**config.mk**
```make
export PLATFORM = sky130hd
export DESIGN_NAME = uart_interrupt_logic
export DESIGN_NICKNAME = d
export VERILOG_FILES = /design/src/pkg/uart_irq_pkg.sv /design/src/pkg/irq_src_if.sv /design/src/logic/uart_interrupt_logic.sv /design/src/logic/irq_priority.sv
export SDC_FILE = /design/constraint.sdc
export NUM_CORES = 1
export LEC_CHECK = 0
export ABC_AREA = 0
export BUFFER_PORTS_ARGS = -buffer_cell sky130_fd_sc_hd__buf_4
export CORE_ASPECT_RATIO = 2
export CORE_MARGIN = 3
export CORE_UTILIZATION = 30
export DETAILED_ROUTE_END_ITERATION = 16
export PLACE_DENSITY = 0.66
export REMOVE_ABC_BUFFERS = 1
export SYNTH_ARGS = -nofsm -noshare
export SYNTH_HDL_FRONTEND = slang
export SYNTH_SLANG_ARGS = --single-unit
```
**constraint.sdc**
```tcl
create_clock -name clk -period 1.5 [get_ports clk]
set_input_delay 0.075 -clock clk [delete_from_list [all_inputs] [get_ports clk]]
set_output_delay 0.075 -clock clk [all_outputs]
set_load 0.01 [all_outputs]
```
**src/pkg/uart_irq_pkg.sv**
```systemverilog
package uart_irq_pkg;
    localparam logic [7:0] OFS_INT_ENABLE = 8'h00;
    localparam logic [7:0] OFS_INT_IDENT = 8'h04;
    localparam logic [7:0] OFS_LINE_STATUS = 8'h08;
    localparam logic [7:0] OFS_MODEM_STATUS = 8'h0C;
    localparam logic [7:0] OFS_MODEM_CONTROL = 8'h10;
    localparam logic [7:0] OFS_FIFO_CONTROL = 8'h14;
    localparam logic [7:0] OFS_GEN_CONTROL = 8'h18;
    localparam logic [7:0] OFS_GEN_STATUS = 8'h1C;
    localparam logic [7:0] OFS_ROUTING = 8'h20;
    // interrupt enable bits
    localparam int IE_RX_DATA = 0;
    localparam int IE_TX_EMPTY = 1;
    localparam int IE_LINE = 2;
    localparam int IE_MODEM = 3;
    // modem control bits
    localparam int MC_GATE = 3;
    localparam int MC_LOOP = 4;
    // general control / status bits
    localparam int GC_RX_TC_EN = 0;
    localparam int GC_TX_TC_EN = 1;
    localparam int GS_RX_TC = 0;
    localparam int GS_TX_TC = 1;
    // line status bits
    localparam int LS_READY = 0;
    localparam int LS_OVERRUN = 1;
    localparam int LS_PARITY = 2;
    localparam int LS_FRAMING = 3;
    localparam int LS_BREAK = 4;
    localparam int LS_TX_EMPTY = 5;
    localparam int LS_ERR_FIFO = 7;
    localparam logic [31:0] RESET_ZERO = 32'h0000_0000;
    typedef enum logic [2:0] {
        ID_MODEM = 3'h0,
        ID_TX_EMPTY = 3'h1,
        ID_RX_DATA = 3'h2,
        ID_LINE = 3'h3,
        ID_TIMEOUT = 3'h6
    } ident_t;
    localparam logic NO_PENDING = 1'b1;
endpackage : uart_irq_pkg

```
**src/pkg/irq_src_if.sv**
```systemverilog
`timescale 1ns/1ps
// pending sources between the top and the priority encoder
interface irq_src_if;
    logic line;
    logic rx_data;
    logic timeout;
    logic tx_empty;
    logic modem;
    logic [2:0] ident;
    logic pending;
    modport producer (output line, rx_data, timeout, tx_empty, modem, input ident, pending);
    modport encoder (input line, rx_data, timeout, tx_empty, modem, output ident, pending);
endinterface : irq_src_if

```
**src/logic/uart_interrupt_logic.sv**
```systemverilog
`timescale 1ns/1ps
module uart_interrupt_logic (
    input wire logic clk,
    input wire logic rst,
    input wire logic wb_cyc_i,
    input wire logic wb_stb_i,
    input wire logic wb_we_i,
    input wire logic [7:0] wb_adr_i,
    input wire logic [3:0] wb_sel_i,
    input wire logic [31:0] wb_dat_i,
    output logic [31:0] wb_dat_o,
    output logic wb_ack_o,
    input wire logic overrun_event,
    input wire logic parity_event,
    input wire logic framing_event,
    input wire logic break_event,
    input wire logic rx_char_ready_flag,
    input wire logic rx_trigger_reached,
    input wire logic rx_timeout,
    input wire logic fifo_has_error,
    input wire logic tx_holding_empty,
    input wire logic tx_fifo_empty,
    input wire logic carrier_change_event,
    input wire logic ring_trailing_event,
    input wire logic set_ready_change_event,
    input wire logic clear_send_change_event,
    input wire logic rx_count_event,
    input wire logic tx_count_event,
    output logic port_one_request,
    output logic port_two_request
);
    import uart_irq_pkg::*;

    ////////////////////////////////////////////////////////////////////////////
    // registers
    logic [3:0] interrupt_enable_reg;
    logic [4:0] modem_control_reg;
    logic fifo_mode_enable;
    logic [1:0] general_control_reg;
    logic [1:0] general_status_reg;
    logic irq_routing_reg;
    logic overrun_flag;
    logic parity_error_flag;
    logic framing_error_flag;
    logic break_seen_flag;
    logic [3:0] modem_flags;
    logic err_fifo_flag;
    logic irq_master_gate;
    logic loop_on;
    logic rx_data_int_enable;
    logic modem_change_int_enable;
    logic wr;
    logic rd;
    logic ls_read;
    logic ms_read;
    logic gs_write;
    logic tx_empty_flag;
    logic rx_src;
    logic request;
    irq_src_if src ();

    // bus decode and control bit taps; a write needs the low byte lane
    assign wr = wb_cyc_i & wb_stb_i & wb_we_i & ~wb_ack_o & wb_sel_i[0];
    assign rd = wb_cyc_i & wb_stb_i & ~wb_we_i & ~wb_ack_o;
    assign ls_read = rd & (wb_adr_i == OFS_LINE_STATUS);
    assign ms_read = rd & (wb_adr_i == OFS_MODEM_STATUS);
    assign gs_write = wr & (wb_adr_i == OFS_GEN_STATUS);
    assign irq_master_gate = modem_control_reg[MC_GATE];
    assign loop_on = modem_control_reg[MC_LOOP];
    assign rx_data_int_enable = interrupt_enable_reg[IE_RX_DATA];
    assign modem_change_int_enable = interrupt_enable_reg[IE_MODEM];

    // ack one cycle after request, dropped next cycle
    always_ff @(posedge clk) begin
        if (rst) begin
            wb_ack_o <= 1'b0;
        end else begin
            wb_ack_o <= wb_cyc_i & wb_stb_i & ~wb_ack_o;
        end
    end

    // software written control
    always_ff @(posedge clk) begin
        if (rst) begin
            interrupt_enable_reg <= RESET_ZERO[3:0];
            modem_control_reg <= RESET_ZERO[4:0];
            fifo_mode_enable <= RESET_ZERO[0];
            general_control_reg <= RESET_ZERO[1:0];
            irq_routing_reg <= RESET_ZERO[0];
        end else if (wr) begin
            unique case (wb_adr_i)
                OFS_INT_ENABLE: interrupt_enable_reg <= wb_dat_i[3:0];
                OFS_MODEM_CONTROL: modem_control_reg <= wb_dat_i[4:0];
                OFS_FIFO_CONTROL: fifo_mode_enable <= wb_dat_i[0];
                OFS_GEN_CONTROL: general_control_reg <= wb_dat_i[1:0];
                OFS_ROUTING: irq_routing_reg <= wb_dat_i[0];
                default: ;
            endcase
        end
    end

    // line errors: event wins over read clear
    always_ff @(posedge clk) begin
        if (rst) begin
            overrun_flag <= 1'b0;
            parity_error_flag <= 1'b0;
            framing_error_flag <= 1'b0;
            break_seen_flag <= 1'b0;
        end else begin
            overrun_flag <= overrun_event | (overrun_flag & ~ls_read);
            parity_error_flag <= parity_event | (parity_error_flag & ~ls_read);
            framing_error_flag <= framing_event | (framing_error_flag & ~ls_read);
            break_seen_flag <= break_event | (break_seen_flag & ~ls_read);
        end
    end

    // error-in-fifo clears on read once fifo holds no bad data
    always_ff @(posedge clk) begin
        if (rst) begin
            err_fifo_flag <= 1'b0;
        end else if (fifo_has_error & fifo_mode_enable) begin
            err_fifo_flag <= 1'b1;
        end else if (ls_read | ~fifo_mode_enable) begin
            err_fifo_flag <= 1'b0;
        end
    end

    // modem deltas, cleared by reading modem status
    always_ff @(posedge clk) begin
        if (rst) begin
            modem_flags <= RESET_ZERO[3:0];
        end else begin
            modem_flags <= {clear_send_change_event, set_ready_change_event,
                ring_trailing_event, carrier_change_event} | (modem_flags & {4{~ms_read}});
        end
    end

    // dma count flags, write one to clear, set wins
    always_ff @(posedge clk) begin
        if (rst) begin
            general_status_reg <= RESET_ZERO[1:0];
        end else begin
            general_status_reg[GS_RX_TC] <= rx_count_event
                | (general_status_reg[GS_RX_TC] & ~(gs_write & wb_dat_i[GS_RX_TC]));
            general_status_reg[GS_TX_TC] <= tx_count_event
                | (general_status_reg[GS_TX_TC] & ~(gs_write & wb_dat_i[GS_TX_TC]));
        end
    end

    ////////////////////////////////////////////////////////////////////////////
    // source selection
    assign tx_empty_flag = fifo_mode_enable ? tx_fifo_empty : tx_holding_empty;
    assign rx_src = fifo_mode_enable ? rx_trigger_reached : rx_char_ready_flag;
    assign src.line = interrupt_enable_reg[IE_LINE] & (overrun_flag | parity_error_flag
        | framing_error_flag | break_seen_flag);
    assign src.rx_data = rx_data_int_enable & rx_src;
    assign src.timeout = rx_data_int_enable & fifo_mode_enable & rx_timeout;
    assign src.tx_empty = interrupt_enable_reg[IE_TX_EMPTY] & tx_empty_flag;
    assign src.modem = modem_change_int_enable & (|modem_flags);

    // priority encoder over the enabled sources
    irq_priority u_prio (
        .src(src.encoder),
        .fifo_mode_enable(fifo_mode_enable)
    );

    // combined level request, gated by master gate and loopback
    assign request = (src.pending
        | (general_control_reg[GC_RX_TC_EN] & general_status_reg[GS_RX_TC])
        | (general_control_reg[GC_TX_TC_EN] & general_status_reg[GS_TX_TC]))
        & irq_master_gate & ~loop_on;

    // registered outputs, routed to one controller input
    always_ff @(posedge clk) begin
        if (rst) begin
            port_one_request <= 1'b0;
            port_two_request <= 1'b0;
        end else begin
            port_one_request <= request & ~irq_routing_reg;
            port_two_request <= request & irq_routing_reg;
        end
    end

    // read data; flags readable regardless of gate
    always_ff @(posedge clk) begin
        if (rst) begin
            wb_dat_o <= RESET_ZERO;
        end else if (rd) begin
            wb_dat_o <= RESET_ZERO;
            unique case (wb_adr_i)
                OFS_INT_ENABLE: wb_dat_o[3:0] <= interrupt_enable_reg;
                OFS_INT_IDENT: wb_dat_o[3:0] <= {src.ident, ~src.pending};
                OFS_LINE_STATUS: wb_dat_o[7:0] <= {err_fifo_flag, 1'b0, tx_empty_flag,
                    break_seen_flag, framing_error_flag, parity_error_flag, overrun_flag,
                    rx_char_ready_flag};
                OFS_MODEM_STATUS: wb_dat_o[3:0] <= modem_flags;
                OFS_MODEM_CONTROL: wb_dat_o[4:0] <= modem_control_reg;
                OFS_FIFO_CONTROL: wb_dat_o[0] <= fifo_mode_enable;
                OFS_GEN_CONTROL: wb_dat_o[1:0] <= general_control_reg;
                OFS_GEN_STATUS: wb_dat_o[1:0] <= general_status_reg;
                OFS_ROUTING: wb_dat_o[0] <= irq_routing_reg;
                default: ;
            endcase
        end
    end

    ////////////////////////////////////////////////////////////////////////////
    // assertions
    // request gating, codes and clears
    property p_gate;
        @(posedge clk) disable iff (rst) !irq_master_gate
            |=> !(port_one_request | port_two_request);
    endproperty
    a_gate: assert property (p_gate) else $error("request while gate low");
    property p_loop;
        @(posedge clk) disable iff (rst) loop_on |=> !(port_one_request | port_two_request);
    endproperty
    a_loop: assert property (p_loop) else $error("request in loopback");
    property p_line_first;
        @(posedge clk) disable iff (rst) src.line |-> src.ident == 3'h3;
    endproperty
    a_line_first: assert property (p_line_first) else $error("line not first");
    property p_nonfifo_top;
        @(posedge clk) disable iff (rst) !fifo_mode_enable |-> !src.ident[2];
    endproperty
    a_nonfifo_top: assert property (p_nonfifo_top) else $error("top bit set");
    property p_unused;
        @(posedge clk) disable iff (rst) src.ident != 3'h4 && src.ident != 3'h5
            && src.ident != 3'h7;
    endproperty
    a_unused: assert property (p_unused) else $error("unused code");
    property p_route;
        @(posedge clk) disable iff (rst) !(port_one_request && port_two_request);
    endproperty
    a_route: assert property (p_route) else $error("both requests");
    property p_clear;
        @(posedge clk) disable iff (rst) ls_read && !overrun_event |=> !overrun_flag;
    endproperty
    a_clear: assert property (p_clear) else $error("overrun not cleared");
    property p_level;
        @(posedge clk) disable iff (rst) src.pending && irq_master_gate && !loop_on
            |=> port_one_request | port_two_request;
    endproperty
    a_level: assert property (p_level) else $error("request missing");
    property p_tc;
        @(posedge clk) disable iff (rst) rx_count_event |=> general_status_reg[GS_RX_TC];
    endproperty
    a_tc: assert property (p_tc) else $error("count flag lost");
    property p_tc_tx;
        @(posedge clk) disable iff (rst) tx_count_event |=> general_status_reg[GS_TX_TC];
    endproperty
    a_tc_tx: assert property (p_tc_tx) else $error("tx count flag lost");

    // identification order below the line source
    property p_rx_second;
        @(posedge clk) disable iff (rst) !src.line && src.rx_data |-> src.ident == ID_RX_DATA;
    endproperty
    a_rx_second: assert property (p_rx_second) else $error("data not second");
    property p_timeout_code;
        @(posedge clk) disable iff (rst) rx_timeout && rx_data_int_enable && fifo_mode_enable
            && !src.line && !src.rx_data |-> src.ident == ID_TIMEOUT;
    endproperty
    a_timeout_code: assert property (p_timeout_code) else $error("timeout code wrong");
    property p_tx_third;
        @(posedge clk) disable iff (rst) src.tx_empty && !src.line
            && !src.rx_data && !src.timeout |-> src.ident == ID_TX_EMPTY;
    endproperty
    a_tx_third: assert property (p_tx_third) else $error("tx empty not third");
    property p_idle_code;
        @(posedge clk) disable iff (rst) !src.pending |-> src.ident == ID_MODEM;
    endproperty
    a_idle_code: assert property (p_idle_code) else $error("idle code wrong");

    // status flags: set by their events, kept until read; error in fifo stays out of the line source
    property p_break;
        @(posedge clk) disable iff (rst) break_event |=> break_seen_flag;
    endproperty
    a_break: assert property (p_break) else $error("break flag lost");
    property p_ring;
        @(posedge clk) disable iff (rst) ring_trailing_event |=> modem_flags[1];
    endproperty
    a_ring: assert property (p_ring) else $error("ring flag lost");
    property p_flag_held;
        @(posedge clk) disable iff (rst) overrun_flag && !ls_read |=> overrun_flag;
    endproperty
    a_flag_held: assert property (p_flag_held) else $error("overrun flag dropped");
    property p_err_fifo;
        @(posedge clk) disable iff (rst) err_fifo_flag && !(overrun_flag || parity_error_flag
            || framing_error_flag || break_seen_flag) |-> !src.line;
    endproperty
    a_err_fifo: assert property (p_err_fifo) else $error("error in fifo raised line");

    // routing of the registered request
    property p_route_one;
        @(posedge clk) disable iff (rst) request && !irq_routing_reg |=> port_one_request;
    endproperty
    a_route_one: assert property (p_route_one) else $error("request not on port one");
    property p_route_two;
        @(posedge clk) disable iff (rst) request && irq_routing_reg |=> port_two_request;
    endproperty
    a_route_two: assert property (p_route_two) else $error("request not on port two");

    // scenarios worth seeing in a run
    c_req: cover property (@(posedge clk) port_one_request);
    c_req2: cover property (@(posedge clk) port_two_request);
    c_timeout: cover property (@(posedge clk) src.ident == 3'h6);
    c_line_over_rx: cover property (@(posedge clk) src.line && src.rx_data);
    c_loop_blocked: cover property (@(posedge clk) loop_on && src.pending);
endmodule : uart_interrupt_logic

```
**src/logic/irq_priority.sv**
```systemverilog
`timescale 1ns/1ps
// priority encoder of the enabled pending sources
module irq_priority (
    irq_src_if.encoder src,
    input wire logic fifo_mode_enable
);
    import uart_irq_pkg::*;
    logic [2:0] code;
    // highest pending source wins
    always_comb begin
        code = ID_MODEM;
        if (src.line) begin
            code = ID_LINE;
        end else if (src.rx_data) begin
            code = ID_RX_DATA;
        end else if (src.timeout) begin
            code = ID_TIMEOUT;
        end else if (src.tx_empty) begin
            code = ID_TX_EMPTY;
        end
    end
    // top bit masked outside FIFO mode
    assign src.ident = {code[2] & fifo_mode_enable, code[1:0]};
    assign src.pending = src.line | src.rx_data | src.timeout | src.tx_empty | src.modem;
endmodule : irq_priority

```
After elaboration in Yosys (flattened, before gate mapping)
Index checks and enable logic that the tools add are counted.
{"block": "classes", "n_bitwise": 60, "eq_ne": 8, "muxes": 13, "n_reduce_logical": 8}
{"cell": "1-bit AND", "count": 32}
{"cell": "8-bit by 5-bit equality test with 1-bit output, second input constant", "count": 4}
{"cell": "8-bit by 4-bit equality test with 1-bit output, second input constant", "count": 2}
{"cell": "1-bit OR", "count": 16}
{"cell": "3-bit two-way mux", "count": 4}
{"cell": "1-bit NOT", "count": 10}
{"cell": "2-bit one-hot mux with 5 select lines", "count": 1}
{"cell": "2-bit AND reduction", "count": 5}
{"cell": "1-bit one-hot mux with 9 select lines", "count": 1}
{"cell": "8-bit by 3-bit equality test with 1-bit output, second input constant", "count": 1}
{"cell": "8-bit by 6-bit equality test with 1-bit output, second input constant", "count": 1}
{"cell": "8-bit logical NOT", "count": 1}
{"cell": "1-bit one-hot mux with 7 select lines", "count": 1}
{"cell": "1-bit two-way mux", "count": 5}
{"cell": "4-bit AND", "count": 1}
{"cell": "4-bit OR", "count": 1}
{"cell": "4-bit OR reduction", "count": 1}
{"cell": "1-bit one-hot mux with 2 select lines", "count": 1}
{"cell": "2-bit nonzero test", "count": 1}
{"block": "word_totals", "word_cells": 105, "regBits": 35, "output_inout_bits": 35, "input_bits": 65}

Longest topological paths before layout
{"block": "logic_depth", "depth_word": 13, "mapped_depth": 7, "ltp_nobuf": 5}

Cells and area by module
A second synthesis with hierarchy kept.
{"block": "hier_totals", "hier_cells": 211, "hier_area_um2": 1875.5}
{"module": "uart_interrupt_logic", "seq_area_each_um2": 680.7, "area_per_inst_um2": 1838.0, "instances": 1, "cells_each": 205}
{"module": "irq_priority", "seq_area_each_um2": 0.0, "area_per_inst_um2": 37.5, "instances": 1, "cells_each": 6}

Worst setup path after synthesis
No wires, ideal clock.
{"block": "synth_timing", "path_kind": "register -> register", "start": "register fifo_mode_enable", "end": "register wb_dat_o[0]", "stages_incl_launch_ff": 6, "n_path_buf": 0, "synth_period_minus_slack_ns": 1.619, "slack_ns": -0.119, "required_ns": 1.397, "t_arrival_ns": 1.515, "setup_time_ns": 0.103, "cell_sequence": "dfxtp_1 mux2_1 nand2_1 nand3_1 o31a_1 a2111oi_2"}
{"block": "synth_via", "elab_chain_len": 8, "elab_cells_between_ends": 12, "classes_between": "mux (3); bitwise (9)"}
{"element": "start: declaration", "line_no": "uart_interrupt_logic.sv:38", "rtl": "logic fifo_mode_enable;"}
{"element": "start signal: assignment", "line_no": "uart_interrupt_logic.sv:87", "rtl": "fifo_mode_enable <= RESET_ZERO[0];"}
{"element": "start signal: assignment", "line_no": "uart_interrupt_logic.sv:94", "rtl": "OFS_FIFO_CONTROL: fifo_mode_enable <= wb_dat_i[0];"}
{"element": "1-bit two-way mux", "line_no": "uart_interrupt_logic.sv:153", "rtl": "assign rx_src = fifo_mode_enable ? rx_trigger_reached : rx_char_ready_flag;"}
{"element": "1-bit AND", "line_no": "uart_interrupt_logic.sv:156", "rtl": "assign src.rx_data = rx_data_int_enable & rx_src;"}
{"element": "1-bit OR (4 in a row)", "line_no": "irq_priority.sv:24", "rtl": "assign src.pending = src.line | src.rx_data | src.timeout | src.tx_empty | src.modem;"}
{"element": "1-bit NOT", "line_no": "uart_interrupt_logic.sv:192", "rtl": "OFS_INT_IDENT: wb_dat_o[3:0] <= {src.ident, ~src.pending};"}
{"element": "1-bit one-hot mux with 9 select lines *", "line_no": "uart_interrupt_logic.sv:190", "rtl": "unique case (wb_adr_i)"}
{"element": "end signal: assignment", "line_no": "uart_interrupt_logic.sv:191", "rtl": "OFS_INT_ENABLE: wb_dat_o[3:0] <= interrupt_enable_reg;"}
{"element": "end signal: assignment", "line_no": "uart_interrupt_logic.sv:192"}
{"element": "end signal: assignment", "line_no": "uart_interrupt_logic.sv:193", "rtl": "OFS_LINE_STATUS: wb_dat_o[7:0] <= {err_fifo_flag, 1'b0, tx_empty_flag,"}
{"element": "end: declaration", "line_no": "uart_interrupt_logic.sv:11", "rtl": "output logic [31:0] wb_dat_o,"}
Every way passes the cells marked *; elsewhere a longest branch is shown, timed or not.
A chain may end at the register's enable or synchronous reset.

Worst setup path after layout
Ends and elaborated chain as after synthesis.

==> run_summary.xml <==
<?xml version="1.0" encoding="UTF-8"?>
<metrics>
  <group name="run_status">
    <metric name="outcome" unit="">finished with violations</metric>
    <metric name="failed_checks" unit="">negative hold slack, negative setup slack</metric>
  </group>
  <group name="route">
    <metric name="dr.pass1.iters" unit="">4</metric>
    <metric name="initialDrtViolationCount" unit="">121</metric>
    <metric name="remaining_antenna_violation_count_after_routing" unit="">0</metric>
    <metric name="via_count" unit="">1927</metric>
    <metric name="wl_per_cell" unit="um">15.5</metric>
    <metric name="post-route-drc-count" unit="">0</metric>
    <metric name="vias_per_cell" unit="">4.97</metric>
    <metric name="totalWireLength" unit="um">6030</metric>
  </group>
  <group name="timing">
    <metric name="fmax" unit="GHz">0.633</metric>
    <metric name="timing.final.setup_violations" unit="">5</metric>
    <metric name="worst_hold_slack" unit="ns">-0.000319</metric>
    <metric name="final.setup.worst_slack" unit="ns">-0.0788</metric>
    <metric name="slew_viol_final" unit="">0</metric>
    <metric name="min_period_over_period" unit="%">105</metric>
    <metric name="finalWorstPathRequiredPeriod" unit="ns">1.58</metric>
    <metric name="final.setup_skew" unit="ns">0.00559</metric>
    <metric name="grt_setup_unrepaired" unit="">yes</metric>
    <metric name="hold_viol" unit="">2</metric>
  </group>
  <group name="worst_setup_path">
    <metric name="cp_num_buf_inv" unit="">0</metric>
    <metric name="critical_path_class" unit="">reg2reg</metric>
    <metric name="worst_ep_arrival_time" unit="ns">1.76</metric>
    <metric name="rr_worst_depth" unit="">5</metric>
    <metric name="setup.worst_path.start_class" unit="">register</metric>
    <metric name="cells_along_the_critical_path" unit="">mux2_1, nand2_1, nand3_4, o31a_1, a2111oi_2</metric>
    <metric name="r2r_end" unit="">wb_dat_o[0]</metric>
    <metric name="critPathSlowestCell" unit="">dfxtp_2</metric>
    <metric name="data_required_time_at_the_worst_endpoint" unit="ns">1.69</metric>
    <metric name="crit_family" unit="">compound AO/OA/AOI/OAI gates</metric>
    <metric name="worstPathMaxFanout" unit="">4</metric>
    <metric name="cp-end-kind" unit="">register</metric>
    <metric name="ff_to_ff_start" unit="">fifo_mode_enable</metric>
    <metric name="critical-path-max-stage-delay" unit="ns">0.36</metric>
    <metric name="crit_cells" unit="">5</metric>
    <metric name="reg2reg_setup_slack" unit="ns">-0.08</metric>
    <metric name="worst_setup_path_startpoint" unit="">fifo_mode_enable</metric>
    <metric name="setup.worst_path.end" unit="">wb_dat_o[0]</metric>
  </group>
  <group name="floorplanning">
    <metric name="core_area" unit="um^2">6110</metric>
    <metric name="chipHeight" unit="um">119</metric>
    <metric name="die_area" unit="um^2">7400</metric>
    <metric name="floorplan.die.width" unit="um">62.4</metric>
    <metric name="io_pins" unit="">100</metric>
    <metric name="floorplan.initialDensity" unit="%">31.2</metric>
    <metric name="std_cell_rows" unit="">40</metric>
  </group>
  <group name="logic_synthesis">
    <metric name="synth-edff-count" unit="">0</metric>
    <metric name="yosys_warnings" unit="">0</metric>
    <metric name="ys_async_sr_fraction" unit="%">0</metric>
    <metric name="synth.lib_cells_used.distinct" unit="">50</metric>
    <metric name="ys_ff_latch" unit="">34</metric>
    <metric name="synthesis.area_per_instance" unit="um^2">8.82</metric>
    <metric name="synth_flop_cell" unit="">dfxtp_1</metric>
    <metric name="synthesized_area" unit="um^2">1910</metric>
    <metric name="yosysSeqAreaShare" unit="%">35.7</metric>
    <metric name="synth_cells" unit="">216</metric>
  </group>
  <group name="clock_network">
    <metric name="cts_made_buffers" unit="">5</metric>
    <metric name="clock_insertion_delay_worst_skew" unit="ns">0.29</metric>
    <metric name="cts.clk_slew.worst_paths" unit="ns">0.05</metric>
    <metric name="ctsRootBufferMaster" unit="">clkbuf_16</metric>
    <metric name="cts_num_sinks" unit="">34</metric>
    <metric name="h-tree-depth" unit="">2</metric>
    <metric name="clock_tree_from_tritoncts" unit="">built</metric>
    <metric name="clock_tree.buffer_depth" unit="">2</metric>
  </group>
  <group name="global_routing">
    <metric name="grt_use_met1" unit="%">14.7</metric>
    <metric name="initial_antenna_violation_count" unit="">0</metric>
    <metric name="grt_first_pass_wirelength" unit="um">9050</metric>
    <metric name="met3_global_route_usage" unit="%">3.80</metric>
    <metric name="grt_start_max_net_pins" unit="">34</metric>
    <metric name="grt_overflow" unit="">0</metric>
    <metric name="global_route.usage.total" unit="%">16.0</metric>
    <metric name="grt_pass1_vias" unit="">1875</metric>
    <metric name="globalRouteMet2Util" unit="%">28.7</metric>
    <metric name="grt.busiest_layer" unit="">met2</metric>
  </group>
  <group name="final_layout">
    <metric name="number_of_flip_flops_in_the_largest_register" unit="">7</metric>
    <metric name="area.growth.synth_to_final" unit="%">50.0</metric>
    <metric name="layout.cells.non_filler" unit="">388</metric>
    <metric name="fraction_of_final_layout_cells_sized_beyond_drive_strength_1" unit="%">43.4</metric>
    <metric name="diodes" unit="">0</metric>
    <metric name="finalNetCount" unit="">368</metric>
  </group>
  <group name="power">
    <metric name="powerDensity" unit="nW/um^2">810</metric>
    <metric name="power.leakage" unit="uW">0.00117</metric>
    <metric name="total_power" unit="uW">2310</metric>
    <metric name="power.ir.vdd_worst" unit="mV">0.658</metric>
  </group>
  <group name="min_path">
    <metric name="hold_path.class" unit="">in2reg</metric>
  </group>
  <group name="placement">
    <metric name="post_place_cells" unit="">370</metric>
    <metric name="final_estimated_routing_congestion_in_global_placement" unit="">0.950</metric>
    <metric name="place_worst_setup_slack" unit="ns">-0.177</metric>
    <metric name="dpl.hpwl" unit="um">4610</metric>
    <metric name="port-buffer-count" unit="">44</metric>
  </group>
  <group name="run">
    <metric name="max_cap_violations" unit="">0</metric>
  </group>
</metrics>
## cells by family (layout without fill, tap and decap cells)
group	after synthesis	after routing	synth area share, %
AOI/OAI and AO/OA	46	46	17.1
DFF	34	34	35.7
muxes	18	18	9.65
other	1	25	0.197
and+or+nand+nor	79	79	23.8
buffers and inverters	38	102	13.5
## Yosys cell counts, types with 4 or more instances
cell type,count,share of area (%)
dfxtp_1,34,36
nor2_1,34,6.7
buf_4,27,11
mux2i_1,15,7.9
a21oi_1,12,3.2
nand2_1,11,2.2
nand3_1,8,2.1
o21ai_0,7,1.8
a22oi_1,5,2.0
clkbuf_1,5,0.99
nand4_1,5,1.6
buf_2,4,1.1
## placed cells by master (no fill, tap or decap), types with 2 or more instances in the layout
cell / Yosys / routed
a211oi_1: 2 / 2
nor2_1: 34 / 31
o21ai_1: 2 / 3
dlygate4sd3_1: 0 / 6
nor2_2: 0 / 3
nor3_1: 2 / 2
dfxtp_1: 34 / 31
a22oi_1: 5 / 5
mux2_1: 3 / 3
a32o_1: 2 / 2
nand3_4: 0 / 2
and3_4: 1 / 2
dfxtp_2: 0 / 3
mux2i_1: 15 / 15
buf_4: 27 / 80
o41ai_2: 1 / 2
a31oi_1: 2 / 2
a21oi_2: 0 / 9
buf_6: 1 / 7
a21oi_1: 12 / 3
conb_1: 1 / 25
a221oi_1: 2 / 2
o211ai_1: 2 / 2
clkbuf_16: 0 / 5
o21ai_0: 7 / 5
nand4_1: 5 / 5
nand3_2: 0 / 2
nand2_1: 11 / 11
nand3_1: 8 / 4
## how the worst min path moves through the flow
stage,from,to,slack (ns),cells after the start
after global placement,carrier_change_event,modem_flags[0],0.28,3
after detailed placement,carrier_change_event,modem_flags[0],0.29,3
final,rx_count_event,general_status_reg[0],-0.0003,3
after global routing,overrun_event,overrun_flag,0.007,3
after CTS,overrun_event,overrun_flag,0.004,3
after floorplan,rst,irq_routing_reg,0.14,1
## report_power, final
group / switching, uW / internal [uW] / leakage, uW
combinational: 168 / 156 / 0.000817
clock: 392 / 656 / 0.0000729
sequential: 16.2 / 926 / 0.000278
total: 576 / 1740 / 0.00117
## worst min-delay path: stages
cell	delay [ns]
buf_4	0.08
a21oi_2	0.03
nor2_1	0.06
## stage by stage
step	utilization, %	hold slack [ns]	TNS (ns)	area (um^2)
6_report	46.8	-0.000319	-0.221	2860
5_1_grt	46.8	0.00706	-1.67	2860
4_1_cts	44.8	0.00359	-0.147	2730
3_5_place_dp	40.5	0.287	-1.24	2470
3_3_place_gp	40.5	0.279	-1.09	2470
2_1_floorplan	-	0.144	-0.183	1740
## timing repair
item	in CTS	in global routing
hold endpoints to repair	6	0
pin swaps	9	19
setup buffers	0	4
hold buffers	6	0
resized for setup	14	24
endpoints found under the setup margin	6	30
## metal layers
layer,vias up,wire (um)
li1,908,-
met1,887,1990
met2,111,3240
met3,21,442
met4,0,358
met5,-,0
## final cells by class
type,instances,area (um^2)
fillers,591,3250
flip-flops and latches,34,684
inverters,1,3.75
well taps,84,105
clock inverters,2,12.5
multi-input cells,168,1170
repair buffers,93,739
clock buffers,6,139
(Power assumes the default switching activity.)
